--- config.mk ---
export PLATFORM = sky130hd
export DESIGN_NAME = etfc_top
export DESIGN_NICKNAME = d
export VERILOG_FILES = /design/src/common/etfc_pkg.sv /design/src/rtl/etfc_top.sv
export SDC_FILE = /design/constraint.sdc
export NUM_CORES = 1
export LEC_CHECK = 0
export BUFFER_PORTS_ARGS = -buffer_cell sky130_fd_sc_hd__buf_2
export CELL_PAD_IN_SITES_DETAIL_PLACEMENT = 0
export CELL_PAD_IN_SITES_GLOBAL_PLACEMENT = 2
export CORE_MARGIN = 10
export CORE_UTILIZATION = 37
export DETAILED_ROUTE_END_ITERATION = 16
export PLACE_DENSITY = 0.84
export SETUP_SLACK_MARGIN = 0.1
export SYNTH_ARGS = -nofsm -noshare
export SYNTH_HDL_FRONTEND = slang
export SYNTH_SLANG_ARGS = --single-unit
--- constraint.sdc ---
create_clock -name CLK_I -period 7.6 [get_ports CLK_I]
set_input_delay 0.38 -clock CLK_I [delete_from_list [all_inputs] [get_ports CLK_I]]
set_output_delay 0.38 -clock CLK_I [all_outputs]
set_load 0.05 [all_outputs]
--- src/common/etfc_pkg.sv ---
// constants for the error timestamp and fault countdown block
// assumes one node owns every record and record 0 is its first record
package etfc_pkg;
    localparam int unsigned     NUM_REC    = 2;
    localparam int unsigned     REC_W      = 1;
    localparam int unsigned     TS_W       = 64;
    localparam int unsigned     CDN_W      = 32;
    localparam int unsigned     HALF_W     = 32;
    localparam int unsigned     ADDR_W     = 12;
    localparam logic [11:0]     MISC3_OFS  = 12'h038;
    localparam logic [11:0]     CDN_OFS    = 12'h810;
    localparam logic [11:0]     REC_STRIDE = 12'h040;
    localparam logic [0:0]      FIRST_REC  = 1'h0;
    localparam logic [1:0]      FEAT_NONE  = 2'h0;
    localparam logic [63:0]     TS_RST     = 64'h0;
    localparam logic [31:0]     CDN_RST    = 32'h0;
    localparam logic [31:0]     CDN_ONE    = 32'h1;
    localparam logic [31:0]     HALF_ZERO  = 32'h0;
    // system register alias select
    localparam logic [1:0]      ALIAS_FULL = 2'h0;
    localparam logic [1:0]      ALIAS_LO   = 2'h1;
    localparam logic [1:0]      ALIAS_HI   = 2'h2;
    localparam logic [1:0]      ALIAS_CDN  = 2'h3;
    // countdown tick rate
    localparam int unsigned     CLK_PERIOD_NS  = 100;
    localparam int unsigned     TICK_PERIOD_NS = 1000;
    localparam int unsigned     TICK_CYCLES    =
        (TICK_PERIOD_NS / CLK_PERIOD_NS < 1) ? 1
                                             : TICK_PERIOD_NS / CLK_PERIOD_NS;
    localparam int unsigned     TICK_W     = 4;
    localparam logic [3:0]      TICK_LAST  = 4'(TICK_CYCLES - 1);
    localparam logic [3:0]      TICK_RST   = 4'h0;
endpackage : etfc_pkg

--- src/rtl/etfc_top.sv ---
// error timestamp registers and pseudo-fault countdown for one node
// assumes strobes and addresses synchronous to CLK_I; the pseudo-fault
// control register is decoded outside this block and its writes arrive on the CTL_ port
module etfc_top
    import etfc_pkg::*;
(
    // clock and cold reset
    input  wire logic                  CLK_I,
    input  wire logic                  RESET_N_I,
    // memory-mapped access
    input  wire logic                  MM_WR_I,
    input  wire logic                  MM_RD_I,
    input  wire logic [ADDR_W-1:0]     MM_ADDR_I,
    input  wire logic [TS_W-1:0]       MM_WDATA_I,
    output logic      [TS_W-1:0]       MM_RDATA_O,
    // system register access
    input  wire logic                  SR_WR_I,
    input  wire logic                  SR_RD_I,
    input  wire logic [REC_W-1:0]      SR_RECORD_INDEX_SELECTOR_I,
    input  wire logic [1:0]            SR_ALIAS_I,
    input  wire logic [TS_W-1:0]       SR_WDATA_I,
    output logic      [TS_W-1:0]       SR_RDATA_O,
    // pseudo-fault control write port
    input  wire logic                  CTL_WR_I,
    input  wire logic                  CTL_COUNTDOWN_ENABLE_I,
    input  wire logic                  CTL_RESTART_I,
    output logic                       COUNTDOWN_ENABLE_O,
    output logic                       RESTART_O,
    // record status and features
    input  wire logic [NUM_REC-1:0]    ERR_DETECT_I,
    input  wire logic [NUM_REC-1:0]    MISC_SYNDROME_VALID_I,
    input  wire logic [TS_W-1:0]       TIMESTAMP_I,
    input  wire logic [1:0]            TIMESTAMP_FEATURE_FIELD_I,
    input  wire logic [1:0]            INJECTION_FEATURE_FIELD_I,
    // injection request
    output logic                       INJECT_O
);

    logic [NUM_REC-1:0][TS_W-1:0] ts_all;
    logic [CDN_W-1:0]             cdn_q;
    logic [CDN_W-1:0]             gen_cnt_q;
    logic [TICK_W-1:0]            tick_cnt_q;
    logic                         tick;
    logic                         countdown_enable_q;
    logic                         restart_q;
    logic                         inject_q;
    logic                         cdn_present;
    logic                         ts_feat;
    logic                         mm_cdn_hit;
    logic                         sr_cdn_hit;
    logic                         ctl_load;
    logic                         dec;
    logic [TS_W-1:0]              mm_rdata_d;
    logic [TS_W-1:0]              sr_rdata_d;
    logic [TS_W-1:0]              mm_rdata_q;
    logic [TS_W-1:0]              sr_rdata_q;

    function automatic logic [ADDR_W-1:0] ts_addr(input int unsigned idx);
        ts_addr = MISC3_OFS + 12'(idx) * REC_STRIDE;
    endfunction : ts_addr

    assign cdn_present = INJECTION_FEATURE_FIELD_I != FEAT_NONE;
    assign ts_feat     = TIMESTAMP_FEATURE_FIELD_I != FEAT_NONE;
    assign mm_cdn_hit  = cdn_present && MM_ADDR_I == CDN_OFS;
    assign sr_cdn_hit  = cdn_present && SR_ALIAS_I == ALIAS_CDN
                      && SR_RECORD_INDEX_SELECTOR_I == FIRST_REC;

    // ------------------------------------------------------------------
    // timestamp records
    // ------------------------------------------------------------------
    for (genvar i = 0; i < NUM_REC; i++) begin : g_rec
        logic [TS_W-1:0] ts_q;
        logic [TS_W-1:0] wr_val;
        logic            wr_en;
        logic            sr_hit;

        assign sr_hit = SR_RECORD_INDEX_SELECTOR_I == REC_W'(i);

        always_comb begin
            wr_en  = 1'b0;
            wr_val = ts_q;
            if (MM_WR_I && MM_ADDR_I == ts_addr(i)) begin
                wr_en  = 1'b1;
                wr_val = MM_WDATA_I;
            end else if (SR_WR_I && sr_hit) begin
                unique case (SR_ALIAS_I)
                    ALIAS_FULL: begin
                        wr_en  = 1'b1;
                        wr_val = SR_WDATA_I;
                    end
                    ALIAS_LO: begin
                        wr_en  = 1'b1;
                        wr_val = {ts_q[TS_W-1:HALF_W],
                                  SR_WDATA_I[HALF_W-1:0]};
                    end
                    ALIAS_HI: begin
                        wr_en  = 1'b1;
                        wr_val = {SR_WDATA_I[HALF_W-1:0],
                                  ts_q[HALF_W-1:0]};
                    end
                    ALIAS_CDN: begin
                        wr_en  = 1'b0;
                    end
                endcase
            end
        end

        // cold reset loads TS_RST (zero); error recovery reset leaves it
        always_ff @(posedge CLK_I or negedge RESET_N_I) begin
            if (!RESET_N_I) begin
                ts_q <= TS_RST;
            end else if (ERR_DETECT_I[i] && ts_feat) begin
                ts_q <= TIMESTAMP_I;
            end else if (wr_en && !MISC_SYNDROME_VALID_I[i]) begin
                // plain storage: zero is quiescent, no interrupt source
                ts_q <= wr_val;
            end
        end

        assign ts_all[i] = ts_q;
    end : g_rec

    // ------------------------------------------------------------------
    // read paths
    // ------------------------------------------------------------------
    // the live counter never appears on either read mux
    always_comb begin
        mm_rdata_d = '0;
        for (int unsigned k = 0; k < NUM_REC; k++) begin
            if (MM_ADDR_I == ts_addr(k)) begin
                mm_rdata_d = ts_all[k];
            end
        end
        if (mm_cdn_hit) begin
            mm_rdata_d = {HALF_ZERO, cdn_q};
        end
    end

    always_comb begin
        sr_rdata_d = '0;
        unique case (SR_ALIAS_I)
            ALIAS_FULL: sr_rdata_d = ts_all[SR_RECORD_INDEX_SELECTOR_I];
            ALIAS_LO:   sr_rdata_d = {HALF_ZERO,
                ts_all[SR_RECORD_INDEX_SELECTOR_I][HALF_W-1:0]};
            ALIAS_HI:   sr_rdata_d = {HALF_ZERO,
                ts_all[SR_RECORD_INDEX_SELECTOR_I][TS_W-1:HALF_W]};
            ALIAS_CDN: begin
                if (sr_cdn_hit) begin
                    sr_rdata_d = {HALF_ZERO, cdn_q};
                end
            end
        endcase
    end

    always_ff @(posedge CLK_I or negedge RESET_N_I) begin
        if (!RESET_N_I) begin
            mm_rdata_q <= '0;
        end else if (MM_RD_I) begin
            mm_rdata_q <= mm_rdata_d;
        end
    end

    always_ff @(posedge CLK_I or negedge RESET_N_I) begin
        if (!RESET_N_I) begin
            sr_rdata_q <= '0;
        end else if (SR_RD_I) begin
            sr_rdata_q <= sr_rdata_d;
        end
    end

    // ------------------------------------------------------------------
    // countdown reload register
    // ------------------------------------------------------------------
    // memory path wins over a same-cycle system write
    always_ff @(posedge CLK_I or negedge RESET_N_I) begin
        if (!RESET_N_I) begin
            cdn_q <= CDN_RST;
        end else if (MM_WR_I && mm_cdn_hit) begin
            cdn_q <= MM_WDATA_I[CDN_W-1:0];
        end else if (SR_WR_I && sr_cdn_hit) begin
            cdn_q <= SR_WDATA_I[CDN_W-1:0];
        end
    end

    // ------------------------------------------------------------------
    // pseudo-fault control bits
    // ------------------------------------------------------------------
    always_ff @(posedge CLK_I or negedge RESET_N_I) begin
        if (!RESET_N_I) begin
            countdown_enable_q   <= 1'b0;
            restart_q <= 1'b0;
        end else if (CTL_WR_I) begin
            countdown_enable_q   <= CTL_COUNTDOWN_ENABLE_I;
            restart_q <= CTL_RESTART_I;
        end
    end

    // ------------------------------------------------------------------
    // tick divider
    // ------------------------------------------------------------------
    assign tick = tick_cnt_q == TICK_LAST;

    always_ff @(posedge CLK_I or negedge RESET_N_I) begin
        if (!RESET_N_I) begin
            tick_cnt_q <= TICK_RST;
        end else if (tick) begin
            tick_cnt_q <= TICK_RST;
        end else begin
            tick_cnt_q <= tick_cnt_q + 4'h1;
        end
    end

    // ------------------------------------------------------------------
    // error generation counter
    // ------------------------------------------------------------------
    assign ctl_load = CTL_WR_I && CTL_COUNTDOWN_ENABLE_I && cdn_present;
    assign dec      = countdown_enable_q && tick && cdn_present
                   && gen_cnt_q != CDN_RST;

    always_ff @(posedge CLK_I or negedge RESET_N_I) begin
        if (!RESET_N_I) begin
            gen_cnt_q <= CDN_RST;
        end else if (ctl_load) begin
            gen_cnt_q <= cdn_q;
        end else if (dec) begin
            if (gen_cnt_q == CDN_ONE) begin
                gen_cnt_q <= restart_q ? cdn_q : CDN_RST;
            end else begin
                gen_cnt_q <= gen_cnt_q - CDN_ONE;
            end
        end
    end

    always_ff @(posedge CLK_I or negedge RESET_N_I) begin
        if (!RESET_N_I) begin
            inject_q <= 1'b0;
        end else begin
            // a same-cycle reload means zero was never reached
            inject_q <= dec && gen_cnt_q == CDN_ONE && !ctl_load;
        end
    end

    assign MM_RDATA_O         = mm_rdata_q;
    assign SR_RDATA_O         = sr_rdata_q;
    assign COUNTDOWN_ENABLE_O = countdown_enable_q;
    assign RESTART_O          = restart_q;
    assign INJECT_O           = inject_q;
endmodule : etfc_top

==> reports/qor.txt <==
Worst EP required = 8.02 ns
site row count = 81
Async SR Flop Fraction = 1.00
ys flop type = dfrtp_1
Pwr Density = 258 mW/mm^2
Core Util, Final = 0.450
Max clock buf depth = 3
largest family of logic cells by synthesized area = compound AO/OA/AOI/OAI gates
Synth Area in Compound Gates = 0.223
post-synthesis mux area share = 0.131
Final Hold Vio Count = 0
unique cell type count in the Yosys netlist = 62
Mean Syn Cell Area = 9.68 sq um
Synth Area in XOR/XNOR = 0.000474
Synth Area in Adders = 0.00406
Nets = 2408
RSZ-0062 raised after global routing = false
slew margin rel. = 0.176
Skew-Pair Late Insertion Delay = 0.56 ns
post-layout minimum cycle time = 3.72 ns
initial antenna violation count = 14
Initial Util = 0.376
Crit path largest cell delay = 0.97 ns
Final Skew = 0.0199 ns
DR vias = 16.9k
crit path DAT = 4.14 ns
fraction of layout cells with a size suffix above 1 = 0.274
GR Util met3 = 0.0643
CTS tree = done
CTS Buf Count = 40
Max FO, Critical Path = 20
Fmax = 269 MHz
Layout fillers = 4797
CP Cell Sequence = or4_4 > or4_1 > o41ai_4 > buf_4 > nor2_1 > a221oi_1 > a211oi_1
Worst-Margin Slew = 1.23 ns
setup TNS = 0 ns
Final Cycle Share = 0.490
Buffers & Inverters on Critical Path = 1
Cell Count, Final, Fillers Out = 2876
Total GRT Usage = 0.249
crit-path leading delay family = simple AND/OR/NAND/NOR gates
DRT antenna net count = 0
PortBufs = 354
vias in the first global route = 17.4k
R2R Setup Slk = 3.88 ns
Simple-Gate Fraction of Synth Area = 0.156
largest net degree at the start of global routing = 157
total clock sinks = 327
Max VDD drop = 0.000136 V
gr ovfl total = 0
status = complete, no violations
Core Box Area = 0.0492 sq mm
Final Max Tran Viols = 0
Remaining DRCs = 0
Final Power = 5.72 mW
crit path capture type = flip-flop
Clock H-tree levels = 2
drt wl/cell = 26.4 um
Die W = 243 um
Die ar. = 0.0593 sq mm
syn_nets = 2138
Yosys reg bits = 327
met2 Use GR = 0.408
Crit Path Class = flip-flop to flip-flop
Detailed Route WL = 75.8 mm
slowest cell on the critical path = o41ai_4
DRT Pass-1 Iters = 7
HPWL after DPL = 52.0 mm
clk slew on worst S/H paths = 0.06 ns
GRT busiest layer = met2
Hold Path Class = primary input to flip-flop
Leak Pwr = 9.90 nW
placed cell count = 2799
EDFF count, synth = 0
Syn Inst Count = 1908
synthesized area = 0.0185 sq mm
Final Hold Slack = 0.0387 ns
first-pass GRT wire length = 114 mm
post-CTS sizing = 0
post-DR vias/cell = 5.87
Seq/Total Area, Yosys = 0.443
Startpoint Class = flip-flop
Ports = 355
# setup viols final = 0
gpl congestion = 0.904
GR Util met1 = 0.314
Max-cap violations = 0
Detailed Route Iter0 Violations = 1608
CTS root buffer = clkbuf_16
Area Growth Syn to Fin = 19.9%
Die H = 243 um
yosys warns = 0
[Yosys cell counts, drive strengths merged, types with 5 or more instances]
library cell | number | area, sq um
nor4 | 19 | 153
and2 | 130 | 813
a221o | 65 | 651
o31ai | 63 | 473
or3 | 10 | 62.6
clkbuf | 131 | 492
buf | 25 | 148
dfrtp | 327 | 8180
nor2 | 196 | 743
ha | 6 | 75.1
a222oi | 32 | 320
o211ai | 6 | 45.0
o221ai | 32 | 280
nand3 | 7 | 35.0
a211oi | 5 | 37.5
nor2b | 65 | 407
inv | 45 | 169
a32oi | 11 | 96.3
o21a | 36 | 270
nor3 | 18 | 90.1
a22oi | 38 | 285
o22ai | 33 | 206
o21ai | 57 | 285
nand2 | 89 | 337
mux2 | 127 | 1430
a21oi | 184 | 925
mux2i | 98 | 981
[what timing repair did]
item,CTS,global route
hold endpoints to repair,90,0
setup endpoints to repair,0,0
setup buffers,0,0
hold buffers,1,0
[cells by family after synthesis]
kind of cell | Yosys count
AOI/OAI and AO/OA | 583
xor gates and xnor gates | 1
adders and majority gates | 6
buffers and inverters | 201
DFF | 327
muxes | 225
and+or+nand+nor | 565
[where the power goes]
part | switching [mW] | internal (mW) | total (mW)
Combinational | 0.934 | 0.525 | 1.46
Sequential | 0.280 | 2.03 | 2.31
Clock | 0.789 | 1.16 | 1.95
Total | 2.00 | 3.72 | 5.72
[worst paths after layout]
| kind | from | end | cells past startpoint |
|---|---|---|---|
| min in group asynchronous | RESET_N_I | MM_RDATA_O[24] | 2 |
| max in group asynchronous | RESET_N_I | MM_RDATA_O[2] | 3 |
| worst max register to register | gen_cnt_q[26] | gen_cnt_q[17] | 7 |
| worst min-delay path | CTL_RESTART_I | RESTART_O | 3 |
| worst min register to register | SR_RDATA_O[6] | SR_RDATA_O[6] | 1 |
| worst max-delay path | gen_cnt_q[26] | gen_cnt_q[17] | 7 |
[placed cells by master (no fill, tap or decap), drive strengths merged, types with 5 or more instances in the layout]
master / netlist / final
nor2: 196 / 196
o22ai: 33 / 33
nor3: 18 / 18
o21ai: 57 / 57
nor4: 19 / 19
clkbuf: 131 / 55
mux2i: 98 / 98
a22oi: 38 / 38
a21oi: 184 / 184
nor2b: 65 / 65
mux2: 127 / 127
a222oi: 32 / 32
a32oi: 11 / 11
buf: 25 / 383
a221o: 65 / 65
nand2: 89 / 89
or3: 10 / 10
inv: 45 / 47
and2: 130 / 130
ha: 6 / 6
o211ai: 6 / 6
nand3: 7 / 7
dfrtp: 327 / 327
o21a: 36 / 36
a211oi: 5 / 5
clkinv: 0 / 6
o221ai: 32 / 32
diode: 0 / 7
o31ai: 63 / 63
[layer usage]
metal | wire length [um] | up-vias
met1 | 31600 | 8433
li1 | - | 7596
met3 | 6240 | 144
met2 | 35800 | 701
met5 | 72 | -
met4 | 2180 | 14
[area by class of cell]
cell class                 instances  area (sq um)  area share
sequential                       327          8180       0.370
antenna                            7          17.5    0.000791
inverter                          45           169     0.00763
clock inverter                    14           186     0.00842
clock buffer                      55          1120      0.0505
timing repair buffer             384          2030      0.0917
multi-input combinational       1380          9610       0.434
tap                              664           831      0.0375
[per-stage QoR]
step	cell area (sq um)	worst slack [ns]
CTS	22100	3.91
floorplan	18500	4.99
global placement	20800	3.51
global route	22100	3.62
finish	22100	3.88
detailed placement	20800	3.50
[worst min-delay path, stage by stage]
cell     delay, ns
buf_2         0.08
nand2_1       0.04
o21ai_0       0.06
[flip-flops by register name (all words and copies together), names as in the netlist]
signal,count
COUNTDOWN_ENABLE_O,1
INJECT_O,1
MM_RDATA_O,64
RESTART_O,1
SR_RDATA_O,64
cdn_q,32
g_rec.ts_q,128
gen_cnt_q,32
tick_cnt_q,4
Note: power is estimated with default switching activity, not from simulation.
